$ cat config.mk
export PLATFORM = sky130hd
export DESIGN_NAME = ctpr_regs
export DESIGN_NICKNAME = d
export VERILOG_FILES = /design/src/verilog/ctpr_pkg.sv /design/src/verilog/ctpr_wr_if.sv /design/src/verilog/ctpr_regs.sv /design/src/verilog/ctpr_lock.sv
export SDC_FILE = /design/constraint.sdc
export NUM_CORES = 1
export LEC_CHECK = 0
export BUFFER_PORTS_ARGS = -buffer_cell sky130_fd_sc_hd__buf_2
export CORE_AREA = 2 2 39 41
export DETAILED_ROUTE_END_ITERATION = 7
export DIE_AREA = 0 0 41 43
export GPL_ROUTABILITY_DRIVEN = 0
export PLACE_DENSITY = 0.74
export SYNTH_ARGS = -nofsm -noshare
export SYNTH_HDL_FRONTEND = slang
export SYNTH_SLANG_ARGS = --single-unit
$ cat constraint.sdc
create_clock -name ref_clk -period 1.9 [get_ports ref_clk]
set_input_delay 0.285 -clock ref_clk [delete_from_list [all_inputs] [get_ports ref_clk]]
set_output_delay 0.285 -clock ref_clk [all_outputs]
set_load 0.01 [all_outputs]
$ cat src/verilog/ctpr_pkg.sv
// Package with register map, field layout and reset values of the thermal/protection bank
`default_nettype none
package ctpr_pkg;
  localparam logic [7:0] CTPR_ADDR_THERM = 8'h09;
  localparam logic [7:0] CTPR_ADDR_PROT = 8'h0a;
  // Thermal register fields
  localparam int CTPR_SETPT_LSB = 6;
  localparam int CTPR_THM_BIT = 3;
  localparam int CTPR_SAFE_BIT = 0;
  // Protection register key field
  localparam int CTPR_KEY_LSB = 2;
  localparam logic [1:0] CTPR_KEY_UNLOCK = 2'h3;
  localparam logic [1:0] CTPR_KEY_RST = 2'h0;
  localparam logic [1:0] CTPR_SETPT_RST = 2'h0;
  localparam logic CTPR_SAFE_RST = 1'b0;
  typedef enum logic [1:0] {
    CTPR_T105 = 2'h0,
    CTPR_T90 = 2'h1,
    CTPR_T120 = 2'h2,
    CTPR_TOFF = 2'h3
  } ctpr_setpt_t;
endpackage
`default_nettype wire

$ cat src/verilog/ctpr_wr_if.sv
// Interface carrying the raw host write, reset event and unlock flag between the bank and the key register
`timescale 1ns/1ps
`default_nettype none
interface ctpr_wr_if;
  logic wr_en;
  logic [7:0] addr;
  logic [7:0] wdata;
  logic unlocked;
  logic rst_evt;
  modport src (output wr_en, output addr, output wdata, output rst_evt, input unlocked);
  modport dst (input wr_en, input addr, input wdata, input rst_evt, output unlocked);
endinterface
`default_nettype wire

$ cat src/verilog/ctpr_regs.sv
// Thermal-regulation and protection-command register bank
`timescale 1ns/1ps
`default_nettype none
module ctpr_regs #(
  parameter logic THM_OFF_RST = 1'b0
) (
  // Clock and reset
  input wire logic ref_clk,
  input wire logic rst_n,
  // Host register access
  input wire logic wr_en,
  input wire logic [7:0] addr,
  input wire logic [7:0] wdata,
  output logic [7:0] rdata,
  // Supply monitors
  input wire logic standby_supply,
  input wire logic safe_output_power_good,
  // Analog loop controls and unlock status
  output logic temp_loop_en,
  output ctpr_pkg::ctpr_setpt_t die_temp_setpoint,
  output logic thermistor_monitor_off,
  output logic safety_region_select,
  output logic setting_unlocked
);
  import ctpr_pkg::*;
  ctpr_wr_if wr();
  logic [1:0] key;
  logic pg_q;
  logic [1:0] setpt_q;
  logic thm_q;
  logic safe_q;
  logic thm_wr;
  logic stby_lost;
  logic pg_rise;
  logic therm_hit;
  logic prot_hit;
  logic [1:0] setpt_d;
  logic thm_d;
  logic safe_d;
  logic [7:0] therm_view;
  logic [7:0] prot_view;

  // Power-good edge caught on the clock; inputs treated as synchronous
  always_ff @(posedge ref_clk or negedge rst_n) begin
    if (!rst_n) begin
      pg_q <= 1'b0;
    end else begin
      pg_q <= safe_output_power_good;
    end
  end

  // Standby loss is a held level; power-good counts only on its rising edge
  assign stby_lost = !standby_supply;
  assign pg_rise = safe_output_power_good && !pg_q;
  assign wr.rst_evt = stby_lost || pg_rise;
  assign wr.wr_en = wr_en;
  assign wr.addr = addr;
  assign wr.wdata = wdata;

  ctpr_lock u_lock (
    .ref_clk(ref_clk),
    .rst_n(rst_n),
    .wr(wr),
    .key(key)
  );

  assign therm_hit = (addr == CTPR_ADDR_THERM);
  assign prot_hit = (addr == CTPR_ADDR_PROT);
  // Guarded register takes a write only while the key reads unlocked
  assign thm_wr = wr_en && therm_hit && wr.unlocked;

  // Reset event outranks a host write landing in the same cycle
  always_comb begin
    setpt_d = setpt_q;
    if (wr.rst_evt) begin
      setpt_d = CTPR_SETPT_RST;
    end else if (thm_wr) begin
      setpt_d = wdata[CTPR_SETPT_LSB +: 2];
    end
  end

  always_comb begin
    thm_d = thm_q;
    if (wr.rst_evt) begin
      thm_d = THM_OFF_RST;
    end else if (thm_wr) begin
      thm_d = wdata[CTPR_THM_BIT];
    end
  end

  always_comb begin
    safe_d = safe_q;
    if (wr.rst_evt) begin
      safe_d = CTPR_SAFE_RST;
    end else if (thm_wr) begin
      safe_d = wdata[CTPR_SAFE_BIT];
    end
  end

  always_ff @(posedge ref_clk or negedge rst_n) begin
    if (!rst_n) begin
      setpt_q <= CTPR_SETPT_RST;
    end else begin
      setpt_q <= setpt_d;
    end
  end

  // Variant default of the thermistor bit comes in as a parameter
  always_ff @(posedge ref_clk or negedge rst_n) begin
    if (!rst_n) begin
      thm_q <= THM_OFF_RST;
    end else begin
      thm_q <= thm_d;
    end
  end

  always_ff @(posedge ref_clk or negedge rst_n) begin
    if (!rst_n) begin
      safe_q <= CTPR_SAFE_RST;
    end else begin
      safe_q <= safe_d;
    end
  end

  // Reserved positions are not stored, so they read zero
  always_comb begin
    therm_view = 8'h00;
    therm_view[CTPR_SETPT_LSB +: 2] = setpt_q;
    therm_view[CTPR_THM_BIT] = thm_q;
    therm_view[CTPR_SAFE_BIT] = safe_q;
  end

  always_comb begin
    prot_view = 8'h00;
    prot_view[CTPR_KEY_LSB +: 2] = key;
  end

  // Unmapped addresses read zero
  always_comb begin
    rdata = 8'h00;
    case (addr)
      CTPR_ADDR_THERM: begin
        rdata = therm_view;
      end
      CTPR_ADDR_PROT: begin
        rdata = prot_view;
      end
      default: begin
        rdata = 8'h00;
      end
    endcase
  end

  assign die_temp_setpoint = ctpr_setpt_t'(setpt_q);
  assign temp_loop_en = (setpt_q != CTPR_TOFF);
  assign thermistor_monitor_off = thm_q;
  assign safety_region_select = safe_q;
  assign setting_unlocked = wr.unlocked;

  a_locked_ignore: assert property (@(posedge ref_clk) disable iff (!rst_n)
    (wr_en && therm_hit && !setting_unlocked && !wr.rst_evt)
    |=> $stable(setpt_q) && $stable(thm_q) && $stable(safe_q))
    else $error("locked write changed thermal register");
  a_unlocked_take: assert property (@(posedge ref_clk) disable iff (!rst_n)
    (thm_wr && !wr.rst_evt) |=> setpt_q == $past(wdata[7:6]) && safe_q == $past(wdata[0]))
    else $error("unlocked write not stored");
  a_evt_reset: assert property (@(posedge ref_clk) disable iff (!rst_n)
    wr.rst_evt |=> setpt_q == 2'h0 && safe_q == 1'b0 && key == 2'h0 && thm_q == THM_OFF_RST)
    else $error("reset event did not restore defaults");
  a_loop_off: assert property (@(posedge ref_clk) disable iff (!rst_n)
    therm_hit |-> temp_loop_en == (rdata[7:6] != 2'h3))
    else $error("loop enable disagrees with setpoint");
  a_thm_out: assert property (@(posedge ref_clk) disable iff (!rst_n)
    therm_hit |-> rdata[3] == thermistor_monitor_off)
    else $error("thermistor bit mismatch");
  a_region_out: assert property (@(posedge ref_clk) disable iff (!rst_n)
    therm_hit |-> rdata[0] == safety_region_select)
    else $error("region bit mismatch");
  a_rsvd_zero: assert property (@(posedge ref_clk) disable iff (!rst_n)
    (addr == CTPR_ADDR_THERM ? (rdata & 8'h36) == 8'h00 : (rdata & 8'hf3) == 8'h00))
    else $error("reserved bits not zero");
  a_thm_take: assert property (@(posedge ref_clk) disable iff (!rst_n)
    (thm_wr && !wr.rst_evt) |=> thm_q == $past(wdata[3]))
    else $error("thermistor bit not stored");
  a_setpt_out: assert property (@(posedge ref_clk) disable iff (!rst_n)
    therm_hit |-> die_temp_setpoint == rdata[7:6])
    else $error("setpoint output disagrees with register");
  a_key_read: assert property (@(posedge ref_clk) disable iff (!rst_n)
    prot_hit |-> setting_unlocked == (rdata[3:2] == 2'h3))
    else $error("unlock flag disagrees with key readback");
  a_key_take: assert property (@(posedge ref_clk) disable iff (!rst_n)
    (wr_en && prot_hit && !wr.rst_evt) |=> key == $past(wdata[3:2]))
    else $error("key write not stored");
  a_prot_unguarded: assert property (@(posedge ref_clk) disable iff (!rst_n)
    (wr_en && prot_hit && !setting_unlocked && wdata[3:2] == 2'h3 && !wr.rst_evt) |=> setting_unlocked)
    else $error("key register refused a write while locked");
  a_other_addr: assert property (@(posedge ref_clk) disable iff (!rst_n)
    (wr_en && !therm_hit && !wr.rst_evt) |=> $stable(setpt_q) && $stable(thm_q) && $stable(safe_q))
    else $error("stray write changed thermal register");
  a_pg_level: assert property (@(posedge ref_clk) disable iff (!rst_n)
    (safe_output_power_good && pg_q && standby_supply && thm_wr) |=> setpt_q == $past(wdata[7:6]))
    else $error("held power-good cleared a write");
  a_stby_hold: assert property (@(posedge ref_clk) disable iff (!rst_n)
    stby_lost |=> !setting_unlocked && temp_loop_en)
    else $error("standby loss left settings in place");

  // One reserved-bit check per readback position
  for (genvar b = 0; b < 8; b++) begin : g_rsvd
    localparam bit THERM_USED = (b >= CTPR_SETPT_LSB) || (b == CTPR_THM_BIT) || (b == CTPR_SAFE_BIT);
    localparam bit PROT_USED = (b >= CTPR_KEY_LSB) && (b < CTPR_KEY_LSB + 2);
    a_rsvd_bit: assert property (@(posedge ref_clk) disable iff (!rst_n)
      (therm_hit ? !THERM_USED : (prot_hit ? !PROT_USED : 1'b1)) |-> !rdata[b])
      else $error("reserved readback bit set");
  end
endmodule
`default_nettype wire

$ cat src/verilog/ctpr_lock.sv
// Protection-key register that gates writes to guarded settings
`timescale 1ns/1ps
`default_nettype none
module ctpr_lock (
  // Clock and reset
  input wire logic ref_clk,
  input wire logic rst_n,
  // Write channel
  ctpr_wr_if.dst wr,
  // Key readback
  output logic [1:0] key
);
  import ctpr_pkg::*;
  logic [1:0] key_q;

  always_ff @(posedge ref_clk or negedge rst_n) begin
    if (!rst_n) begin
      key_q <= CTPR_KEY_RST;
    end else if (wr.rst_evt) begin
      key_q <= CTPR_KEY_RST;
    end else if (wr.wr_en && wr.addr == CTPR_ADDR_PROT) begin
      key_q <= wr.wdata[CTPR_KEY_LSB +: 2];
    end
  end

  assign key = key_q;
  assign wr.unlocked = (key_q == CTPR_KEY_UNLOCK);

  a_key_unlock: assert property (@(posedge ref_clk) disable iff (!rst_n)
    (wr.wr_en && wr.addr == CTPR_ADDR_PROT && wr.wdata[3:2] == 2'h3 && !wr.rst_evt) |=> wr.unlocked)
    else $error("key 11 did not unlock");
  a_key_relock: assert property (@(posedge ref_clk) disable iff (!rst_n)
    (wr.wr_en && wr.addr == CTPR_ADDR_PROT && wr.wdata[3:2] != 2'h3 && !wr.rst_evt) |=> !wr.unlocked)
    else $error("non-11 key left bank unlocked");
endmodule
`default_nettype wire

==> impl_results.md <==
- Outcome: complete, no violations
- Area of the mapped netlist: 493.0 um2
- Top-area cell type share of the netlist area: 0.3553
- Top delay family on crit path: simple AND/OR/NAND/NOR gates
- Cells after Synth: a little under 50
- Antenna violations before repair: 0
- Yosys warnings: 0
- Top cells by area, synth: dfrtp_1 (36%), o211ai_1 (17%), mux2i_1 (12%), and3_1 (6.3%), buf_4 (4.6%)
- Critical Path RT: 1620 ps
- First-pass GRT wire length: 1.504 mm
- EDFF count, synth: 0
- CP arrival: 1180 ps
- Fin. Hold Viols: 0
- Peak VDD IR: 247.8 uV
- CTS Root Cell: clkbuf_4
- Crit path max-delay cell type: nor4_4
- Post-Layout Inst Area: 651.9 um2
- Vias: approximately 470
- Max Slew Vio Count: 0
- Ys async rst share: 1.000
- Most frequent cell after synthesis: o211ai_1
- F_max: roughly 680 MHz
- CTS buffer count: 3
- PwrDens: 516.1 mW/mm2
- Post CTS Setup Buffer Count: 0
- Clock buffer depth: 2
- FF-to-FF setup slack: about 730 ps
- Seq/Total Area, Yosys: 0.3553
- Wire length per cell: 11.52 um
- Via/cell ratio: 5.043
- Cell area after placement: 615.6 um2
- Synth area leader: dfrtp_1
- Post-synthesis compound-gate area fraction: 0.1827
- Leakage: 0.3309 nW
- Max_cap viols: 0
- Crit share post-route: 0.7712
- CTS tree: done
- Primary FF master, synth: dfrtp_1
- Chip height: 43 um
- H-tree levels: 1
- Hold Slack: 143.1 ps
- Fin crit period: ~1500 ps
- Die area: 0.001763 mm2
- Final nets: a little under 100
- Io pins: 35
- Die X: 41 um
- ANT nets after route: 0
- CTS sink cnt: 7
- Hold Crit Class: primary input to flip-flop
- Gr usage total: 0.1264
- Gr ovfl total: 0
- Xor/xnor cell area share of the yosys netlist: 0
- RSZ-0062 raised after global routing: false
- Initial DRC Count: 8
- Inserted Diodes: 0
- I/O Buffers: 28
- Worst Slack Setup Final: 434.6 ps
- Setup crit end kind: primary output
- Largest family of logic cells by synthesized area: simple AND/OR/NAND/NOR gates
- Adder-cell share of the synthesized area: 0
- CP peak stage delay: 290 ps
- Kind of critical path: primary input to primary output
- P&R area growth vs syn: 32.23%
- Setup-failing EPs final: 0
- Clk_skew: 1.104 ps
- Clock Latency Late Sink: 260 ps
- Synth cell count leaders: o211ai_1 (11), dfrtp_1 (7), mux2i_1 (6), and3_1 (5)
- Flops & latches, synth: 7
- Vias in the first global route: 383
- Post-layout util: 0.4711
- Syn_area_per_cell: 10.06 um2
- Placement Rows: 14
- Overall routed net length: 1.071 mm
- Residual DRC: 0
- Dpl ws: 419.7 ps
- Most used cell, CP: buf_2
- CP max FO: 5
- Layout cells sized above 1: 0.4416
- Setup_tns: 0 ps
- Post-synthesis cell type count: 18
- Core area: around 0.0014 mm2
- Post-synthesis mux area share: 0.1218
- Startpoint types: primary input
- Largest net degree at the start of global routing: 12
- Initial Utilization: 0.3562
- Crit-path cells: buf_2 -> nor4_4 -> and2_2 -> and3_1 -> buf_2
- Crit path buffers/inverters: 2
- Clk slew on worst S/H paths: approximately 50 ps
- Simple-Gate Fraction of Synth Area: 0.2335
- 1st-pass router iterations: 2
- CTS resizes: 0
==> stage by stage <==
stage / power [mW] / cells
3_3_place_gp: 0.1968 / 88
6_report: 0.3364 / 93
4_1_cts: 0.3372 / 93
2_1_floorplan: 0.1779 / 51
5_1_grt: 0.3487 / 93
3_5_place_dp: 0.1979 / 88
==> worst paths after layout <==
kind                                        start                     end  cells after the start
min reg2reg                  safety_region_select    safety_region_select                      2
min                        safe_output_power_good                    pg_q                      1
max in group asynchronous                   rst_n  thermistor_monitor_off                      2
min in group asynchronous                   rst_n    safety_region_select                      2
max                                       addr[5]                rdata[7]                      5
max reg2reg                         u_lock.key[1]  thermistor_monitor_off                      3
==> final cells by class <==
class / instances / area [um2]
multi-input combinational: 36 / 276.5
tap: 16 / 20.02
sequential: 7 / 175.2
fill: 136 / 732.0
inverter: 1 / 3.754
clock buffer: 4 / 26.28
timing repair buffer: 29 / 150.1
==> registers in the layout, indices dropped and copies added, names as in the netlist <==
| signal | count |
|---|---|
| thermistor_monitor_off | 1 |
| die_temp_setpoint | 2 |
| safety_region_select | 1 |
| pg_q | 1 |
| u_lock.key | 2 |
==> cell usage in the layout, fill, tap and decap left out, drive strengths merged <==
cell type,synthesis,routed
nand2,1,1
inv,1,1
conb,1,3
nor4,1,1
a22oi,1,1
mux2i,6,6
and3,5,5
o211ai,11,11
and2,2,2
dlygate4sd3,0,1
dfrtp,7,7
and2b,1,1
buf,4,28
clkbuf,3,4
nor2b,3,3
and4,2,2
==> logic make-up (layout without fill, tap and decap cells) <==
kind of cell,after synthesis,count (layout)
and+or+nand+nor,15,15
AOI/OAI and AO/OA,12,12
muxes,6,6
DFF,7,7
buffers and inverters,8,34
other,1,3
==> metal layers <==
layer,global-route usage,routed length (um),part of all wire
met3,0.03141,89,0.083
met1,0.1382,485,0.45
met5,0,0,0
met2,0.1938,459,0.43
met4,0.1000,36,0.034
==> power breakdown <==
part	leakage (nW)	internal (mW)	switching, mW	total [mW]
combinational	0.220	0.0196	0.0236	0.0432
sequential	0.0955	0.150	0.00328	0.154
clock	0.0150	0.0804	0.0591	0.140
total	0.331	0.250	0.0860	0.336
==> what timing repair did <==
action,in CTS,in global routing
endpoints found under the setup margin,0,0
hold endpoints to repair,7,0
hold buffers,1,0
(Power assumes the default switching activity.)
